<file path="src/rtl/flash_cfg_pkg.sv">
// Constants used by the command-behaviour configuration registers; the erase sequencer uses none of them.
package flash_cfg_pkg;

  // ****************************************
  // Command opcodes
  // ****************************************
  localparam logic [7:0] OP_GENERIC_REGISTER_READ = 8'h65;
  localparam logic [7:0] OP_GENERIC_REGISTER_WRITE = 8'h71;
  localparam logic [7:0] OP_SET_BURST_LENGTH_CMD = 8'hc0;
  localparam logic [7:0] OP_RESET_ENABLE = 8'h66;
  localparam logic [7:0] OP_RESET = 8'h99;
  localparam logic [7:0] OP_LEGACY_RESET = 8'hf0;
  localparam logic [7:0] OP_RESUME_OR_CLEAR = 8'h30;
  localparam logic [7:0] OP_PARAM_ERASE_3B = 8'h20;
  localparam logic [7:0] OP_PARAM_ERASE_4B = 8'h21;
  localparam logic [7:0] OP_SECTOR_ERASE_3B = 8'hd8;
  localparam logic [7:0] OP_SECTOR_ERASE_4B = 8'hdc;
  localparam logic [7:0] OP_BULK_ERASE_A = 8'h60;
  localparam logic [7:0] OP_BULK_ERASE_B = 8'hc7;

  // ****************************************
  // Register addresses
  // ****************************************
  localparam int ADDR_W = 24;
  localparam logic [23:0] ADDR_NONVOLATILE_COMMAND_OPTIONS = 24'h000004;
  localparam logic [23:0] ADDR_NONVOLATILE_WRAP_DRIVE_BOOT = 24'h000005;
  localparam logic [23:0] ADDR_VOLATILE_COMMAND_OPTIONS = 24'h800004;
  localparam logic [23:0] ADDR_VOLATILE_WRAP_SETTINGS = 24'h800005;

  // ****************************************
  // Field positions
  // ****************************************
  localparam int BIT_BLANK_CHECK_ENABLE = 5;
  localparam int BIT_BUFFER_WRAP_SELECT = 4;
  localparam int BIT_PARAMETER_SECTOR_DISABLE = 3;
  localparam int BIT_RESUME_OPCODE_SELECT = 2;
  localparam int BIT_BLOCK_ERASE_SIZE = 1;
  localparam int BIT_LEGACY_RESET_ENABLE = 0;
  localparam int BIT_WRAP_DISABLE = 4;
  localparam int DRIVE_LSB = 5;
  localparam int WRAP_LEN_LSB = 0;

  // ****************************************
  // Reset values and writable masks
  // ****************************************
  localparam logic [7:0] CMD_OPTIONS_RESET = 8'h02;
  localparam logic [7:0] CMD_OPTIONS_MASK = 8'h3f;
  localparam logic [7:0] WRAP_DRIVE_RESET = 8'h10;
  localparam logic [7:0] WRAP_DRIVE_MASK = 8'hf3;
  localparam logic [2:0] DRIVE_FACTORY = 3'h0;
  localparam logic [2:0] DRIVE_FACTORY_EQUIV = 3'h3;
  localparam logic [6:0] WRAP_BYTES_MIN = 7'h08;

  // ****************************************
  // Erase kinds and sizes
  // ****************************************
  localparam logic [1:0] ERASE_PARAM = 2'h0;
  localparam logic [1:0] ERASE_SECTOR = 2'h1;
  localparam logic [1:0] ERASE_BULK = 2'h2;
  localparam int SECTOR_KBYTES = 256;

endpackage : flash_cfg_pkg

</file>
<file path="src/rtl/erase_blank_check.sv">
// Erase sequencer with optional erase-status check and blank read before the erase.
`timescale 1ns/1ps

module erase_blank_check (
  // Clock and reset
  input wire logic clock,
  input wire logic srst,
  // Request
  input wire logic start,
  input wire logic blank_check_enable,
  output logic busy,
  output logic done,
  output logic erased,
  // Array handshakes
  output logic status_req,
  input wire logic status_ack,
  input wire logic status_ok,
  output logic blank_req,
  input wire logic blank_ack,
  input wire logic blank_zero_found,
  output logic erase_req,
  input wire logic erase_ack
);

  typedef enum logic [3:0] {
    S_IDLE = 4'h1,
    S_STATUS = 4'h2,
    S_BLANK = 4'h4,
    S_ERASE = 4'h8
  } seq_state_e;

  typedef struct packed {
    seq_state_e st;
    logic status_req;
    logic blank_req;
    logic erase_req;
    logic busy;
    logic done;
    logic erased;
  } seq_s;

  localparam seq_s SEQ_RESET = '{st: S_IDLE, default: 1'b0};

  seq_s r;
  seq_s n;

  always_comb begin
    n = r;
    n.done = 1'b0;
    n.erased = 1'b0;
    case (r.st)
      S_IDLE: begin
        if (start) begin
          n.busy = 1'b1;
          if (blank_check_enable) begin
            n.st = S_STATUS;
            n.status_req = 1'b1;
          end else begin
            n.st = S_ERASE;
            n.erase_req = 1'b1;
          end
        end
      end
      S_STATUS: begin
        if (status_ack) begin
          n.status_req = 1'b0;
          if (status_ok) begin
            n.st = S_BLANK;
            n.blank_req = 1'b1;
          end else begin
            n.st = S_ERASE;
            n.erase_req = 1'b1;
          end
        end
      end
      S_BLANK: begin
        if (blank_ack) begin
          n.blank_req = 1'b0;
          if (blank_zero_found) begin
            n.st = S_ERASE;
            n.erase_req = 1'b1;
          end else begin
            n.st = S_IDLE;
            n.busy = 1'b0;
            n.done = 1'b1;
          end
        end
      end
      S_ERASE: begin
        if (erase_ack) begin
          n.erase_req = 1'b0;
          n.st = S_IDLE;
          n.busy = 1'b0;
          n.done = 1'b1;
          n.erased = 1'b1;
        end
      end
      default: n = SEQ_RESET;
    endcase
  end

  always_ff @(posedge clock) begin
    if (srst) begin
      r <= SEQ_RESET;
    end else begin
      r <= n;
    end
  end

  assign busy = r.busy;
  assign done = r.done;
  assign erased = r.erased;
  assign status_req = r.status_req;
  assign blank_req = r.blank_req;
  assign erase_req = r.erase_req;

  // ****************************************
  // Checks
  // ****************************************
  no_check_erase_a: assert property (@(posedge clock) disable iff (srst)
    (r.st == S_IDLE && start && !blank_check_enable) |=> erase_req && !status_req && !blank_req)
    else $error("erase without blank check did not start at once");

  failed_status_erase_a: assert property (@(posedge clock) disable iff (srst)
    (r.st == S_STATUS && status_ack && !status_ok) |=> erase_req && !blank_req)
    else $error("failed earlier erase did not erase unconditionally");

  zero_found_erase_a: assert property (@(posedge clock) disable iff (srst)
    (r.st == S_BLANK && blank_ack && blank_zero_found) |=> erase_req)
    else $error("programmed zero did not start the erase");

  blank_skip_a: assert property (@(posedge clock) disable iff (srst)
    (r.st == S_BLANK && blank_ack && !blank_zero_found) |=> done && !erased && !erase_req)
    else $error("blank sector was erased or not completed");

endmodule : erase_blank_check

</file>
<file path="src/rtl/flash_behaviour_config_regs.sv">
// Command-behaviour configuration registers with reset reload and decoded command effects.
`timescale 1ns/1ps

// Contract
// - Registers are read by command 65h and written by command 71h.
// - Power-on, hardware and software reset reload volatile bits from non-volatile ones.
// - Blank check on: a sector whose last erase failed is erased unconditionally.
// - Blank check on, last erase good: first programmed zero starts the erase.
// - Blank check on and no zero found: erase is skipped and completes.
// - Blank check applies to parameter, sector and bulk erase.
// - Blank check off: every erase starts at once without check.
// - Buffer wrap select 0 wraps past offset 255; 1 uses all 512 bytes.
// - Parameter-sector bit 0 keeps 4-kB sectors; 1 makes all sectors uniform.
// - Volatile parameter-sector bit is read-only and mirrors the non-volatile one.
// - Resume select 1 makes 30h resume; 0 makes it clear status.
// - Block erase size bit ignored; D8h and DCh always erase 256-kB sectors.
// - Reset sequence 66h then 99h is always accepted.
// - F0h resets only when legacy reset enable is 1, else ignored.
// - Burst wrap applies only to main array reads, never registers or OTP.
// - Resets copy non-volatile wrap and drive settings into volatile wrap register.
// - Set burst length C0h also writes the volatile wrap register.
// - Wrap enable is active low, only quad reads wrap, default sequential.
// - Wrap length 00..11 selects 8, 16, 32, 64 byte bursts, default 00.
// - Drive code selects boot strength; code 000 equals code 011.
module flash_behaviour_config_regs #(
  parameter int ADDR_WIDTH = 24
) (
  // Clock and resets
  input wire logic clock,
  input wire logic srst,
  input wire logic hw_reset_n,
  // Decoded command port
  input wire logic cmd_valid,
  input wire logic [7:0] cmd_opcode,
  input wire logic [ADDR_WIDTH-1:0] cmd_addr,
  input wire logic [7:0] cmd_wdata,
  output logic rd_valid,
  output logic [7:0] rd_data,
  // Command effects
  output logic soft_reset_pulse,
  output logic resume_pulse,
  output logic clear_status_pulse,
  // Program buffer
  input wire logic [8:0] prog_load_offset,
  output logic [8:0] prog_buf_index,
  // Read path and pads
  input wire logic read_quad_array,
  output logic burst_wrap_active,
  output logic [6:0] burst_wrap_bytes,
  output logic [2:0] drive_strength,
  output logic param_sectors_present,
  // Erase request to the array
  output logic [1:0] erase_kind,
  output logic [ADDR_WIDTH-1:0] erase_addr,
  output logic erase_busy,
  output logic erase_done,
  output logic erase_performed,
  output logic status_req,
  input wire logic status_ack,
  input wire logic status_ok,
  output logic blank_req,
  input wire logic blank_ack,
  input wire logic blank_zero_found,
  output logic erase_req,
  input wire logic erase_ack
);

  initial begin
    if (ADDR_WIDTH != flash_cfg_pkg::ADDR_W) begin
      $error("ADDR_WIDTH must match the register address width");
    end
  end

  // ****************************************
  // State
  // ****************************************
  typedef struct packed {
    logic [7:0] cmd_nv;
    logic [7:0] cmd_v;
    logic [7:0] wrap_nv;
    logic [7:0] wrap_v;
    logic rd_valid;
    logic [7:0] rd_data;
    logic reset_armed;
    logic soft_reset;
    logic resume;
    logic clear_status;
    logic hw_s1;
    logic hw_s2;
    logic hw_s3;
    logic hw_level;
    logic [8:0] prog_index;
    logic wrap_active;
    logic [6:0] wrap_bytes;
    logic [2:0] drive;
    logic param_present;
    logic erase_go;
    logic [1:0] erase_kind;
    logic [ADDR_WIDTH-1:0] erase_addr;
  } cfg_s;

  localparam cfg_s CFG_RESET = '{
    cmd_nv: flash_cfg_pkg::CMD_OPTIONS_RESET,
    cmd_v: flash_cfg_pkg::CMD_OPTIONS_RESET,
    wrap_nv: flash_cfg_pkg::WRAP_DRIVE_RESET,
    wrap_v: flash_cfg_pkg::WRAP_DRIVE_RESET,
    hw_s1: 1'b1,
    hw_s2: 1'b1,
    hw_s3: 1'b1,
    hw_level: 1'b1,
    wrap_bytes: flash_cfg_pkg::WRAP_BYTES_MIN,
    drive: flash_cfg_pkg::DRIVE_FACTORY_EQUIV,
    param_present: 1'b1,
    default: '0
  };

  cfg_s r;
  cfg_s n;
  logic reload;
  logic take;
  logic seq_busy;

  // ****************************************
  // Decode helpers
  // ****************************************
  function automatic logic [7:0] read_reg(input cfg_s s, input logic [ADDR_WIDTH-1:0] a);
    logic [7:0] v;
    v = 8'h00;
    case (a)
      flash_cfg_pkg::ADDR_NONVOLATILE_COMMAND_OPTIONS: v = s.cmd_nv;
      flash_cfg_pkg::ADDR_VOLATILE_COMMAND_OPTIONS: v = s.cmd_v;
      flash_cfg_pkg::ADDR_NONVOLATILE_WRAP_DRIVE_BOOT: v = s.wrap_nv;
      flash_cfg_pkg::ADDR_VOLATILE_WRAP_SETTINGS: v = s.wrap_v;
      default: v = 8'h00;
    endcase
    return v;
  endfunction : read_reg

  // Code 000 is the factory setting and drives like 011.
  function automatic logic [2:0] boot_drive(input logic [7:0] w);
    logic [2:0] c;
    c = w[flash_cfg_pkg::DRIVE_LSB +: 3];
    if (c == flash_cfg_pkg::DRIVE_FACTORY) begin
      c = flash_cfg_pkg::DRIVE_FACTORY_EQUIV;
    end
    return c;
  endfunction : boot_drive

  function automatic logic is_erase(input logic [7:0] op);
    return op == flash_cfg_pkg::OP_PARAM_ERASE_3B || op == flash_cfg_pkg::OP_PARAM_ERASE_4B ||
      op == flash_cfg_pkg::OP_SECTOR_ERASE_3B || op == flash_cfg_pkg::OP_SECTOR_ERASE_4B ||
      op == flash_cfg_pkg::OP_BULK_ERASE_A || op == flash_cfg_pkg::OP_BULK_ERASE_B;
  endfunction : is_erase

  // ****************************************
  // Next state
  // ****************************************
  // The registered soft reset and a filtered low hardware reset both reload next cycle.
  assign reload = r.soft_reset || !r.hw_level;
  assign take = cmd_valid && !reload;

  always_comb begin
    n = r;
    n.rd_valid = 1'b0;
    n.soft_reset = 1'b0;
    n.resume = 1'b0;
    n.clear_status = 1'b0;
    n.erase_go = 1'b0;
    n.hw_s1 = hw_reset_n;
    n.hw_s2 = r.hw_s1;
    n.hw_s3 = r.hw_s2;
    if (r.hw_s2 == r.hw_s3) begin
      n.hw_level = r.hw_s3;
    end
    if (reload) begin
      n.cmd_v = r.cmd_nv;
      n.wrap_v = r.wrap_nv;
      n.drive = boot_drive(r.wrap_nv);
      n.reset_armed = 1'b0;
    end else if (take) begin
      n.reset_armed = (cmd_opcode == flash_cfg_pkg::OP_RESET_ENABLE);
      case (cmd_opcode)
        flash_cfg_pkg::OP_GENERIC_REGISTER_READ: begin
          n.rd_valid = 1'b1;
          n.rd_data = read_reg(r, cmd_addr);
        end
        flash_cfg_pkg::OP_GENERIC_REGISTER_WRITE: begin
          case (cmd_addr)
            flash_cfg_pkg::ADDR_NONVOLATILE_COMMAND_OPTIONS: begin
              n.cmd_nv = cmd_wdata & flash_cfg_pkg::CMD_OPTIONS_MASK;
              // Only the parameter-sector bit of the volatile copy follows this write.
              n.cmd_v[flash_cfg_pkg::BIT_PARAMETER_SECTOR_DISABLE] =
                cmd_wdata[flash_cfg_pkg::BIT_PARAMETER_SECTOR_DISABLE];
            end
            flash_cfg_pkg::ADDR_VOLATILE_COMMAND_OPTIONS: begin
              // Writes to the mirrored bit are dropped so the mirror cannot diverge.
              n.cmd_v = (cmd_wdata & flash_cfg_pkg::CMD_OPTIONS_MASK &
                ~(8'h01 << flash_cfg_pkg::BIT_PARAMETER_SECTOR_DISABLE)) |
                (r.cmd_v & (8'h01 << flash_cfg_pkg::BIT_PARAMETER_SECTOR_DISABLE));
            end
            flash_cfg_pkg::ADDR_NONVOLATILE_WRAP_DRIVE_BOOT: begin
              n.wrap_nv = cmd_wdata & flash_cfg_pkg::WRAP_DRIVE_MASK;
            end
            flash_cfg_pkg::ADDR_VOLATILE_WRAP_SETTINGS: begin
              n.wrap_v = cmd_wdata & flash_cfg_pkg::WRAP_DRIVE_MASK;
            end
            default: begin
            end
          endcase
        end
        flash_cfg_pkg::OP_SET_BURST_LENGTH_CMD: begin
          n.wrap_v = cmd_wdata & flash_cfg_pkg::WRAP_DRIVE_MASK;
        end
        flash_cfg_pkg::OP_RESET: begin
          n.soft_reset = r.reset_armed;
        end
        flash_cfg_pkg::OP_LEGACY_RESET: begin
          n.soft_reset = r.cmd_v[flash_cfg_pkg::BIT_LEGACY_RESET_ENABLE];
        end
        flash_cfg_pkg::OP_RESUME_OR_CLEAR: begin
          n.resume = r.cmd_v[flash_cfg_pkg::BIT_RESUME_OPCODE_SELECT];
          n.clear_status = !r.cmd_v[flash_cfg_pkg::BIT_RESUME_OPCODE_SELECT];
        end
        default: begin
          // Erase commands arriving while one runs are dropped.
          if (is_erase(cmd_opcode) && !seq_busy && !r.erase_go) begin
            n.erase_go = 1'b1;
            n.erase_addr = cmd_addr;
            if (cmd_opcode == flash_cfg_pkg::OP_PARAM_ERASE_3B ||
                cmd_opcode == flash_cfg_pkg::OP_PARAM_ERASE_4B) begin
              n.erase_kind = flash_cfg_pkg::ERASE_PARAM;
            end else if (cmd_opcode == flash_cfg_pkg::OP_SECTOR_ERASE_3B ||
                         cmd_opcode == flash_cfg_pkg::OP_SECTOR_ERASE_4B) begin
              n.erase_kind = flash_cfg_pkg::ERASE_SECTOR;
            end else begin
              n.erase_kind = flash_cfg_pkg::ERASE_BULK;
            end
          end
        end
      endcase
    end
    if (r.cmd_v[flash_cfg_pkg::BIT_BUFFER_WRAP_SELECT]) begin
      n.prog_index = prog_load_offset;
    end else begin
      n.prog_index = {1'b0, prog_load_offset[7:0]};
    end
    n.param_present = !r.cmd_v[flash_cfg_pkg::BIT_PARAMETER_SECTOR_DISABLE];
    n.wrap_active = read_quad_array && !r.wrap_v[flash_cfg_pkg::BIT_WRAP_DISABLE];
    n.wrap_bytes = flash_cfg_pkg::WRAP_BYTES_MIN <<
      r.wrap_v[flash_cfg_pkg::WRAP_LEN_LSB +: 2];
  end

  always_ff @(posedge clock) begin
    if (srst) begin
      r <= CFG_RESET;
    end else begin
      r <= n;
    end
  end

  // ****************************************
  // Erase sequencer
  // ****************************************
  erase_blank_check u_erase (
    .clock(clock),
    .srst(srst),
    .start(r.erase_go),
    .blank_check_enable(r.cmd_v[flash_cfg_pkg::BIT_BLANK_CHECK_ENABLE]),
    .busy(seq_busy),
    .done(erase_done),
    .erased(erase_performed),
    .status_req(status_req),
    .status_ack(status_ack),
    .status_ok(status_ok),
    .blank_req(blank_req),
    .blank_ack(blank_ack),
    .blank_zero_found(blank_zero_found),
    .erase_req(erase_req),
    .erase_ack(erase_ack)
  );

  assign erase_busy = seq_busy;
  assign rd_valid = r.rd_valid;
  assign rd_data = r.rd_data;
  assign soft_reset_pulse = r.soft_reset;
  assign resume_pulse = r.resume;
  assign clear_status_pulse = r.clear_status;
  assign prog_buf_index = r.prog_index;
  assign burst_wrap_active = r.wrap_active;
  assign burst_wrap_bytes = r.wrap_bytes;
  assign drive_strength = r.drive;
  assign param_sectors_present = r.param_present;
  assign erase_kind = r.erase_kind;
  assign erase_addr = r.erase_addr;

  // ****************************************
  // Checks
  // ****************************************
  read_answer_a: assert property (@(posedge clock) disable iff (srst)
    take && cmd_opcode == flash_cfg_pkg::OP_GENERIC_REGISTER_READ |=>
      rd_valid && rd_data == read_reg($past(r), $past(cmd_addr)))
    else $error("register read answer wrong or missing");

  reset_reload_a: assert property (@(posedge clock) disable iff (srst)
    reload |=> r.cmd_v == $past(r.cmd_nv) && r.wrap_v == $past(r.wrap_nv))
    else $error("reset did not reload volatile copies");

  param_mirror_a: assert property (@(posedge clock) disable iff (srst)
    r.cmd_v[flash_cfg_pkg::BIT_PARAMETER_SECTOR_DISABLE] ==
      r.cmd_nv[flash_cfg_pkg::BIT_PARAMETER_SECTOR_DISABLE])
    else $error("volatile parameter-sector bit diverged");

  opcode30_decode_a: assert property (@(posedge clock) disable iff (srst)
    take && cmd_opcode == flash_cfg_pkg::OP_RESUME_OR_CLEAR |=>
      resume_pulse == $past(r.cmd_v[flash_cfg_pkg::BIT_RESUME_OPCODE_SELECT]) &&
      clear_status_pulse != resume_pulse)
    else $error("opcode 30h decoded wrongly");

  two_step_reset_a: assert property (@(posedge clock) disable iff (srst)
    take && cmd_opcode == flash_cfg_pkg::OP_RESET_ENABLE ##1 !cmd_valid ##1
      take && cmd_opcode == flash_cfg_pkg::OP_RESET |=> soft_reset_pulse && reload)
    else $error("reset sequence not honoured");

  legacy_ignore_a: assert property (@(posedge clock) disable iff (srst)
    take && cmd_opcode == flash_cfg_pkg::OP_LEGACY_RESET &&
      !r.cmd_v[flash_cfg_pkg::BIT_LEGACY_RESET_ENABLE] |=> !soft_reset_pulse)
    else $error("disabled single-opcode reset acted");

  buffer_wrap_a: assert property (@(posedge clock) disable iff (srst)
    !r.cmd_v[flash_cfg_pkg::BIT_BUFFER_WRAP_SELECT] |=>
      prog_buf_index == {1'b0, $past(prog_load_offset[7:0])})
    else $error("program buffer index did not wrap at 256");

  array_only_wrap_a: assert property (@(posedge clock) disable iff (srst)
    !read_quad_array |=> !burst_wrap_active)
    else $error("burst wrap outside quad array reads");

  burst_length_a: assert property (@(posedge clock) disable iff (srst)
    take && cmd_opcode == flash_cfg_pkg::OP_SET_BURST_LENGTH_CMD |=>
      r.wrap_v == ($past(cmd_wdata) & flash_cfg_pkg::WRAP_DRIVE_MASK))
    else $error("set burst length did not write the wrap register");

  reserved_zero_a: assert property (@(posedge clock) disable iff (srst)
    (r.cmd_v & ~flash_cfg_pkg::CMD_OPTIONS_MASK) == 8'h00 &&
      (r.wrap_v & ~flash_cfg_pkg::WRAP_DRIVE_MASK) == 8'h00)
    else $error("reserved bits not zero");

  drive_nonzero_a: assert property (@(posedge clock) disable iff (srst)
    drive_strength != flash_cfg_pkg::DRIVE_FACTORY)
    else $error("factory drive code not mapped");

endmodule : flash_behaviour_config_regs

</file>
<file path="config.mk">
export PLATFORM = sky130hd
export DESIGN_NAME = flash_behaviour_config_regs
export DESIGN_NICKNAME = d
export VERILOG_FILES = /design/src/rtl/flash_cfg_pkg.sv /design/src/rtl/erase_blank_check.sv /design/src/rtl/flash_behaviour_config_regs.sv
export SDC_FILE = /design/constraint.sdc
export NUM_CORES = 1
export LEC_CHECK = 0
export BUFFER_PORTS_ARGS = -buffer_cell sky130_fd_sc_hd__buf_2
export CAP_MARGIN = 25
export CORE_ASPECT_RATIO = 1.5
export CORE_MARGIN = 1.5
export CORE_UTILIZATION = 45
export CTS_BUF_LIST = sky130_fd_sc_hd__clkbuf_4 sky130_fd_sc_hd__clkbuf_8
export DETAILED_ROUTE_END_ITERATION = 10
export PLACE_DENSITY = 0.7
export SLEW_MARGIN = 30
export SYNTH_ARGS = -nofsm -noshare
export SYNTH_HDL_FRONTEND = slang
export SYNTH_SLANG_ARGS = --single-unit
</file>
<file path="constraint.sdc">
create_clock -name clock -period 2.21 [get_ports clock]
set_clock_uncertainty 0.1 [all_clocks]
set_input_delay 0.3315 -clock clock [delete_from_list [all_inputs] [get_ports clock]]
set_output_delay 0.3315 -clock clock [all_outputs]
set_load 0.02 [all_outputs]
</file>
==> results of run 1 <==
## through the flow
stage / hold WS [ns] / area (um^2) / utilization / cells / setup slack, ns
after floorplan: 0.267 / 4760 / - / 541 / 0.301
after global placement: 0.291 / 5090 / 0.499 / 732 / -0.0739
after detailed placement: 0.294 / 5090 / 0.499 / 732 / -0.108
after CTS: 0.0299 / 5290 / 0.519 / 748 / 0.0719
after global routing: 0.0330 / 5310 / 0.521 / 748 / 0.0184
final: 0.0418 / 5310 / 0.521 / 748 / 0.199
## layout make-up
cell class                      instances  area share
Clock buffer                           10      0.0247
Clock inverter                          5      0.0106
Inverter                                4     0.00283
Multi-Input combinational cell        355       0.427
Sequential cell                        96       0.362
Tap cell                              141      0.0332
Timing Repair Buffer                  137       0.139
## power groups by stage
stage	clock, W	sequential, W	combinational [W]
detailed placement	0	0.00186	0.000571
global placement	0	0.00186	0.000561
global route	0.00123	0.00182	0.000652
floorplan	0	0.00186	0.000438
CTS	0.00116	0.00182	0.000585
finish	0.00114	0.00182	0.000599
## cell families (layout without fill, tap and decap cells)
family | Yosys count | count (layout) | share of synthesized area
AND/OR/NAND/NOR | 210 | 210 | 0.246
AO/OA/AOI/OAI | 122 | 123 | 0.170
flip-flops | 96 | 96 | 0.404
buffers and inverters | 91 | 156 | 0.127
multiplexers | 18 | 18 | 0.0495
other | 1 | 3 | 0.000789
XOR/XNOR | 1 | 1 | 0.00184
## flip-flops by register name, summed over array words and instances, names as in the netlist, 2 cells and up
register          count
rd_data               8
drive_strength        3
erase_kind            2
r                    28
burst_wrap_bytes      4
erase_addr           24
n                     2
prog_buf_index        9
u_erase.r             4
## cells in the mapped netlist (4+ instances only)
cell and count:
dfxtp_1 96, buf_4 57, a21oi_1 47, nand2_1 45, nand3_1 44, nor2_1 33
o21ai_0 23, o21ai_1 19, clkbuf_1 14, mux2i_1 10, nor2b_1 10, buf_2 9
nor3_1 8, and3_1 7, nor4b_1 7, nand2b_1 6, nand4_1 6, nor3b_1 6
nor4_1 6, buf_6 5, o221a_1 5, inv_1 4, mux2_2 4, mux4_2 4
nand3b_1 4
## worst max-delay path: stages (launching register included)
cell	delay, ns
dfxtp_1	0.38
nand3b_1	0.18
or3_4	0.43
a221o_4	0.50
o211ai_2	0.21
o31ai_2	0.09
## worst max path at each step
stage | startpoint | to | depth (start not counted)
2_1_floorplan | soft_reset_pulse | erase_kind[0] | 6
6_report | r[48] | erase_kind[0] | 5
4_1_cts | r[48] | erase_addr[14] | 5
3_3_place_gp | cmd_addr[18] | r[94] | 7
5_1_grt | r[48] | erase_addr[16] | 5
3_5_place_dp | cmd_valid | erase_addr[21] | 6
## layer usage
metal  global-route usage  up-vias  part of all wire
met2                0.371      184              0.52
met1                0.249     1906              0.39
met5                    0        -                 0
met3               0.0372       24             0.067
met4                0.118        0             0.028
li1                     -     2006                 -
## timing repair
| action | 4_1_cts | 5_1_grt |
|---|---|---|
| endpoints found under the hold margin | 0 | 0 |
| setup buffers | 0 | 0 |
| hold buffers | 0 | 0 |
| cloned | 1 | 0 |
| endpoints found under the setup margin | 25 | 15 |
| gates resized for setup | 0 | 2 |
==> impl_metrics.toml, run 1 <==
[clock_tree]
cts_max_level = 3
cts_buffers = 9
clk_latency_ns = 0.37
tritoncts = "built"
root_buffer = "clkbuf_8"
cts_sinks = 96
clk_pin_slew_ns = 0.09
clock_path_buffers = 2

[grt]
grt_pass1_wl_um = 18900
grt_max_degree = 31
antenna_found_initial = 0
grt_pass1_vias = 3889
track_usage = 0.215
grt_overflow_total = 0

[pwr]
total_power_w = 0.00355
pwr-share-clk = 0.320
power.switching_fraction = 0.287
p_switching_w = 0.00102
ir_drop_v = 0.000449
p_leak_nw = 2.15
p_per_area_mw_per_mm2 = 669
combPwrFrac = 0.169
p_int_w = 0.00253
sequentialPowerShare = 0.512

[worst_hold_path]
hold_path.class = "in -> reg"
hold_end = "n[50]"
hold_start = "hw_reset_n"
whs_path_depth = 2

[synth]
yosysWarnings = 0
synth_area_mm2 = 0.00475
synth_largest_area_cell = "dfxtp_1"
ys_seq_elements = 96
async_flop_share = 0
avgSynthCellArea_um2 = 8.82
netlist-cell-type-count = 65
yosysTopAreaCellShare = 0.404
yosysSeqAreaShare = 0.404
ys_top_cells_by_area = "dfxtp_1 40%, buf_4 9.0%, a21oi_1 4.9%, nand3_1 4.6%, nand2_1 3.6%"
ys.flop_type = "dfxtp_1"
synth_edf_count = 0
syn-instance-count = 539

[sta]
setup_viol = 0
fin_setup_tns_ns = 0
clock.fmax_ghz = 0.497
finalHoldViolCount = 0
tightestPinTransition_ns = 0.761
relSlewSlack = 0.491
grt_setup_unrepaired = "no"
min_period_over_period = 0.910
slew_viol_final = 0
min_period_ns = 2.01

[worst_setup_path]
end_kind = "register"
reg2reg_to = "erase_kind[0]"
required_ns = 2.36
start_kind = "register"
critPathKind = "reg -> reg"
r2r_cells = 5
r2r-start = "r[48]"
critPathMaxFanout = 28
rrSetupSlack_ns = 0.20
crit_arrival_ns = 2.16

[floorplan]
rows = 45
dieArea_mm2 = 0.0112
core_mm2 = 0.0102
dieHeight_um = 129
io_pins = 124
initial_core_util = 0.466
fp.dieW_um = 86.9

[cells_and_area]
seqCellArea_mm2 = 0.00192
layout_commonest_cell = "buf_2"
syn_to_final_growth_pct = 11.8
drive_above_1_share = 0.300
final_nets = 662
fill_cells = 971
layout_common_cells = "120 x buf_2, 96 x dfxtp_1, 47 x a21oi_1"
multi_input_area_mm2 = 0.00227
antennaDiodeCount = 0

[status]
status = "finished clean"

[routing]
drc_errors = 0
vias = 4120
post_drt_wl_per_cell_um = 16.1
detail-route-antenna-nets = 0
first_pass_iters = 5
first_iter_violations = 336
vias_per_cell = 5.51
wirelength_um = 12000

[place]
port_buffers = 120
dp_hpwl_um = 8590
gp_congestion = 0.835

[job]
drv_cap = 0
Note: power is estimated with default switching activity, not from simulation.
==> run 2, diff against run 1 <==
--- a/config.mk
+++ b/config.mk
@@ -7,12 +7,14 @@
 export LEC_CHECK = 0
 export BUFFER_PORTS_ARGS = -buffer_cell sky130_fd_sc_hd__buf_2
 export CAP_MARGIN = 25
+export CELL_PAD_IN_SITES_DETAIL_PLACEMENT = 1
+export CELL_PAD_IN_SITES_GLOBAL_PLACEMENT = 2
 export CORE_ASPECT_RATIO = 1.5
 export CORE_MARGIN = 1.5
-export CORE_UTILIZATION = 45
+export CORE_UTILIZATION = 32
 export CTS_BUF_LIST = sky130_fd_sc_hd__clkbuf_4 sky130_fd_sc_hd__clkbuf_8
 export DETAILED_ROUTE_END_ITERATION = 10
-export PLACE_DENSITY = 0.7
+export PLACE_DENSITY_LB_ADDON = 0.1
 export SLEW_MARGIN = 30
 export SYNTH_ARGS = -nofsm -noshare
 export SYNTH_HDL_FRONTEND = slang
==> run 2 against run 1 <==
Combinational power increased by 4.3%. Register-to-register slack got worse by 0.04 ns. First-iteration DRC count decreased by 71%. Sequential cell count unchanged. Cell area increased by 3.4%. Wire length increased by 18%. Critical path depth increased by 1. Highest routed layer unchanged.
==> impl_metrics.toml, run 2 (same netlist as run 1, synthesis figures left out) <==
[routing]
dr_wl_met2_um = 7350
vias_per_cell = 5.11
drc_errors = 0
first_pass_iters = 4
post_drt_wl_per_cell_um = 17.5
highest_layer = "met4"
wl_met1_um = 6060
vias = 4141
wirelength_um = 14200
detail-route-antenna-nets = 0
first_iter_violations = 96
wl_met3_um = 497

[clock_tree]
cts_max_level = 3
postCtsSetupRepairBufs = 0
clk_pin_slew_ns = 0.10
cts_resized = 0
postCtsHoldBufs = 0
clock_path_buffers = 2
cts_sinks = 96
tritoncts = "built"
clk_latency_ns = 0.38
root_buffer = "clkbuf_8"
cts_buffers = 9

[floorplan]
fp.dieW_um = 103
core_mm2 = 0.0145
initial_core_util = 0.327
io_pins = 124
rows = 54
dieArea_mm2 = 0.0156
dieHeight_um = 152

[cells_and_area]
drive_above_1_share = 0.309
antennaDiodeCount = 0
layout_commonest_cell = "buf_2"
largest_reg_flops = 28
final_nets = 669
layout_common_cells = "120 x buf_2, 96 x dfxtp_1, 47 x a21oi_1"
largest_register = "r"
final_cells = 811
syn_to_final_growth_pct = 15.6
final_area_mm2 = 0.00549

[pwr]
p_leak_nw = 2.22
p_switching_w = 0.00109
p_int_w = 0.00270
total_power_w = 0.00379
combPwrFrac = 0.165
pwr-share-clk = 0.353
ir_drop_v = 0.000319
p_per_area_mw_per_mm2 = 689
sequentialPowerShare = 0.481
power.switching_fraction = 0.287

[sta]
slew_viol_final = 0
relSlewSlack = 0.531
min_period_over_period = 0.926
clock.fmax_ghz = 0.488
grt_setup_unrepaired = "no"
fin_ws_ns = 0.163
fin_setup_tns_ns = 0
tightestPinTransition_ns = 0.694
finalHoldViolCount = 0
setup_viol = 0
min_period_ns = 2.05

[grt]
grt_max_degree = 31
grt_pass1_vias = 4249
antenna_found_initial = 0
track_usage = 0.188
grt_overflow_total = 0
grt_pass1_wl_um = 22800

[place]
gp_congestion = 0.807
placed_area_mm2 = 0.00527
dp_hpwl_um = 10600
pre_cts_ws_ns = -0.111
placed_cells = 795
port_buffers = 120

[worst_setup_path]
r2r-start = "soft_reset_pulse"
crit_arrival_ns = 2.20
critPathKind = "reg -> reg"
crit_chain = "nand3b_1, or3_4, a221o_2, buf_12, o21ai_0, a21oi_1"
r2r_cells = 6
critPathMaxFanout = 28
reg2reg_to = "erase_addr[3]"
start_kind = "register"
end_kind = "register"
required_ns = 2.36
cpPeakStageDelay_ns = 0.41
rrSetupSlack_ns = 0.16
slowest_stage = "or3_4"

[worst_hold_path]
whs_path_depth = 2
hold_path.class = "in -> reg"
hold_end = "n[50]"
hold_start = "hw_reset_n"

[job]
drv_cap = 0

[status]
status = "finished clean"
[run 2: power by group through the flow]
| stage | sequential, W | combinational, W | clock, W |
|---|---|---|---|
| 3_3_place_gp | 0.00186 | 0.000628 | 0 |
| 3_5_place_dp | 0.00186 | 0.000633 | 0 |
| 6_report | 0.00182 | 0.000625 | 0.00134 |
| 2_1_floorplan | 0.00186 | 0.000438 | 0 |
| 4_1_cts | 0.00182 | 0.000634 | 0.00139 |
| 5_1_grt | 0.00183 | 0.000690 | 0.00146 |
[run 2: worst max path at each step]
stage,to,startpoint,depth (start not counted)
6_report,erase_addr[3],soft_reset_pulse,6
5_1_grt,erase_addr[3],r[48],6
4_1_cts,erase_addr[3],soft_reset_pulse,6
3_5_place_dp,r[81],cmd_addr[18],7
3_3_place_gp,r[85],cmd_addr[18],7
2_1_floorplan,erase_kind[0],soft_reset_pulse,6
[run 2: per-layer routing]
layer  vias up  track usage
li1       2015            -
met1      2011        0.222
met2        96        0.338
met3        19       0.0211
met4         0       0.0705
met5         -            0
[run 2: worst max-delay path: cells and delay by family (launching register included)]
| family | cells | cell delay, ns |
|---|---|---|
| simple gates | 2 | 0.69 |
| compound gates | 3 | 0.60 |
| flops | 1 | 0.36 |
| buf+inv | 1 | 0.17 |
[run 2: cell type report]
type | instances | area [um^2]
Clock buffer | 10 | 138
Clock inverter | 6 | 90.1
Fill cell | 1769 | 9030
Inverter | 4 | 15.0
Multi-Input combinational cell | 354 | 2230
Sequential cell | 96 | 1920
Tap cell | 196 | 245
Timing Repair Buffer | 145 | 851
[run 2: through the flow]
stage,hold WS [ns],utilization
final,0.0327,0.378
after global routing,0.0163,0.378
after CTS,0.0130,0.378
after detailed placement,0.290,0.363
after global placement,0.282,0.363
after floorplan,0.267,-
==> run 3, diff against run 2 <==
--- a/config.mk
+++ b/config.mk
@@ -11,7 +11,7 @@
 export CELL_PAD_IN_SITES_GLOBAL_PLACEMENT = 2
 export CORE_ASPECT_RATIO = 1.5
 export CORE_MARGIN = 1.5
-export CORE_UTILIZATION = 32
+export CORE_UTILIZATION = 26
 export CTS_BUF_LIST = sky130_fd_sc_hd__clkbuf_4 sky130_fd_sc_hd__clkbuf_8
 export DETAILED_ROUTE_END_ITERATION = 10
 export PLACE_DENSITY_LB_ADDON = 0.1
==> run 3 against run 2 <==
Via count increased by 0.99%. Worst setup slack gained 0.025 ns. First-iteration DRC count rose by 9.4%. Die area increased by 22%. Utilization decreased by 7.2 points.
==> impl_metrics.toml, run 3 (same netlist as run 1, synthesis figures left out) <==
[status]
status = "finished clean"

[worst_setup_path]
required_ns = 2.37
start_kind = "register"
reg2reg_to = "erase_addr[23]"
r2r_cells = 6
critPathKind = "reg -> reg"
r2r-start = "soft_reset_pulse"
rrSetupSlack_ns = 0.19
critPathMaxFanout = 28
end_kind = "register"
crit_arrival_ns = 2.18

[routing]
drc_errors = 0
detail-route-antenna-nets = 0
first_iter_violations = 105
post_drt_wl_per_cell_um = 18.0
first_pass_iters = 4
wirelength_um = 15100
vias_per_cell = 4.99
vias = 4182

[place]
gp_congestion = 0.798
port_buffers = 120
pre_cts_ws_ns = -0.205
placed_cells = 822
dp_hpwl_um = 11100

[cells_and_area]
largest_reg_flops = 28
largest_register = "r"
final_nets = 675
layout_common_cells = "120 x buf_2, 96 x dfxtp_1, 47 x a21oi_1"
final_util = 0.307
drive_above_1_share = 0.316
antennaDiodeCount = 0
final_cells = 838
syn_to_final_growth_pct = 15.8
layout_commonest_cell = "buf_2"

[grt]
antenna_found_initial = 0
grt_pass1_wl_um = 23900
grt_max_degree = 34
grt_overflow_total = 0
grt_pass1_vias = 4260
track_usage = 0.161

[sta]
setup_viol = 0
min_period_ns = 2.02
finalHoldViolCount = 0
min_period_over_period = 0.915
relSlewSlack = 0.493
slew_viol_final = 0
tightestPinTransition_ns = 0.757
clock.fmax_ghz = 0.495
grt_setup_unrepaired = "no"
fin_ws_ns = 0.188

[clock_tree]
postCtsSetupRepairBufs = 0
clk_pin_slew_ns = 0.09
root_buffer = "clkbuf_8"
cts_buffers = 9
cts_max_level = 3
postCtsHoldBufs = 0
clk_latency_ns = 0.39
clock_path_buffers = 2
cts_sinks = 96
cts_resized = 0
tritoncts = "built"

[worst_hold_path]
hold_start = "hw_reset_n"
whs_path_depth = 2
hold_end = "n[50]"
hold_path.class = "in -> reg"

[job]
drv_cap = 0

[pwr]
ir_drop_v = 0.000269
p_per_area_mw_per_mm2 = 653
p_leak_nw = 2.22

[floorplan]
initial_core_util = 0.265
dieHeight_um = 169
rows = 60
core_mm2 = 0.0179
dieArea_mm2 = 0.0191
io_pins = 124
fp.dieW_um = 113
[run 3: report_power, final]
group | switching, W | total [W] | leakage [nW] | internal, W
sequential | 0.0000445 | 0.00182 | 0.777 | 0.00178
clock | 0.000665 | 0.00112 | 0.0929 | 0.000452
combinational | 0.000391 | 0.000653 | 1.35 | 0.000262
total | 0.00110 | 0.00359 | 2.22 | 0.00249
[run 3: routing by layer]
| metal | vias up | GRT usage | routed length, um |
|---|---|---|---|
| li1 | 2023 | - | - |
| met1 | 2060 | 0.196 | 6760 |
| met2 | 80 | 0.284 | 7640 |
| met3 | 19 | 0.0254 | 439 |
| met4 | 0 | 0.0582 | 246 |
| met5 | - | 0 | 0 |
[run 3: worst max path at each step]
stage                startpoint              to  slack (ns)  cells past startpoint
6_report       soft_reset_pulse  erase_addr[23]        0.19                      6
3_3_place_gp       cmd_addr[18]           r[86]       -0.16                      7
2_1_floorplan  soft_reset_pulse   erase_kind[0]        0.30                      6
3_5_place_dp        cmd_addr[6]           r[86]       -0.20                      7
5_1_grt        soft_reset_pulse   erase_addr[5]        0.07                      6
4_1_cts        soft_reset_pulse  erase_addr[23]        0.13                      6
[run 3: critical path, cell delays in order, from the launching register on]
cell,delay (ns)
dfxtp_1,0.35
nand3b_1,0.29
or3_4,0.42
a221o_2,0.34
buf_12,0.17
o21ai_0,0.16
a21oi_1,0.08
[run 3: cell type report]
type	instances	area, um^2
fillers	2147	12400
multi-input cells	354	2230
flip-flops and latches	96	1920
repair buffers	151	883
well taps	217	272
clock buffers	11	145
clock inverters	5	31.3
inverters	4	15.0
[run 3: metrics by stage]
step	power [W]	TNS, ns	area, um^2	hold slack (ns)
2_1_floorplan	0.00230	0	4760	0.267
3_3_place_gp	0.00252	-1.91	5330	0.291
3_5_place_dp	0.00252	-3.22	5330	0.298
4_1_cts	0.00367	0	5500	0.0157
5_1_grt	0.00379	0	5500	0.0272
6_report	0.00359	0	5500	0.0355
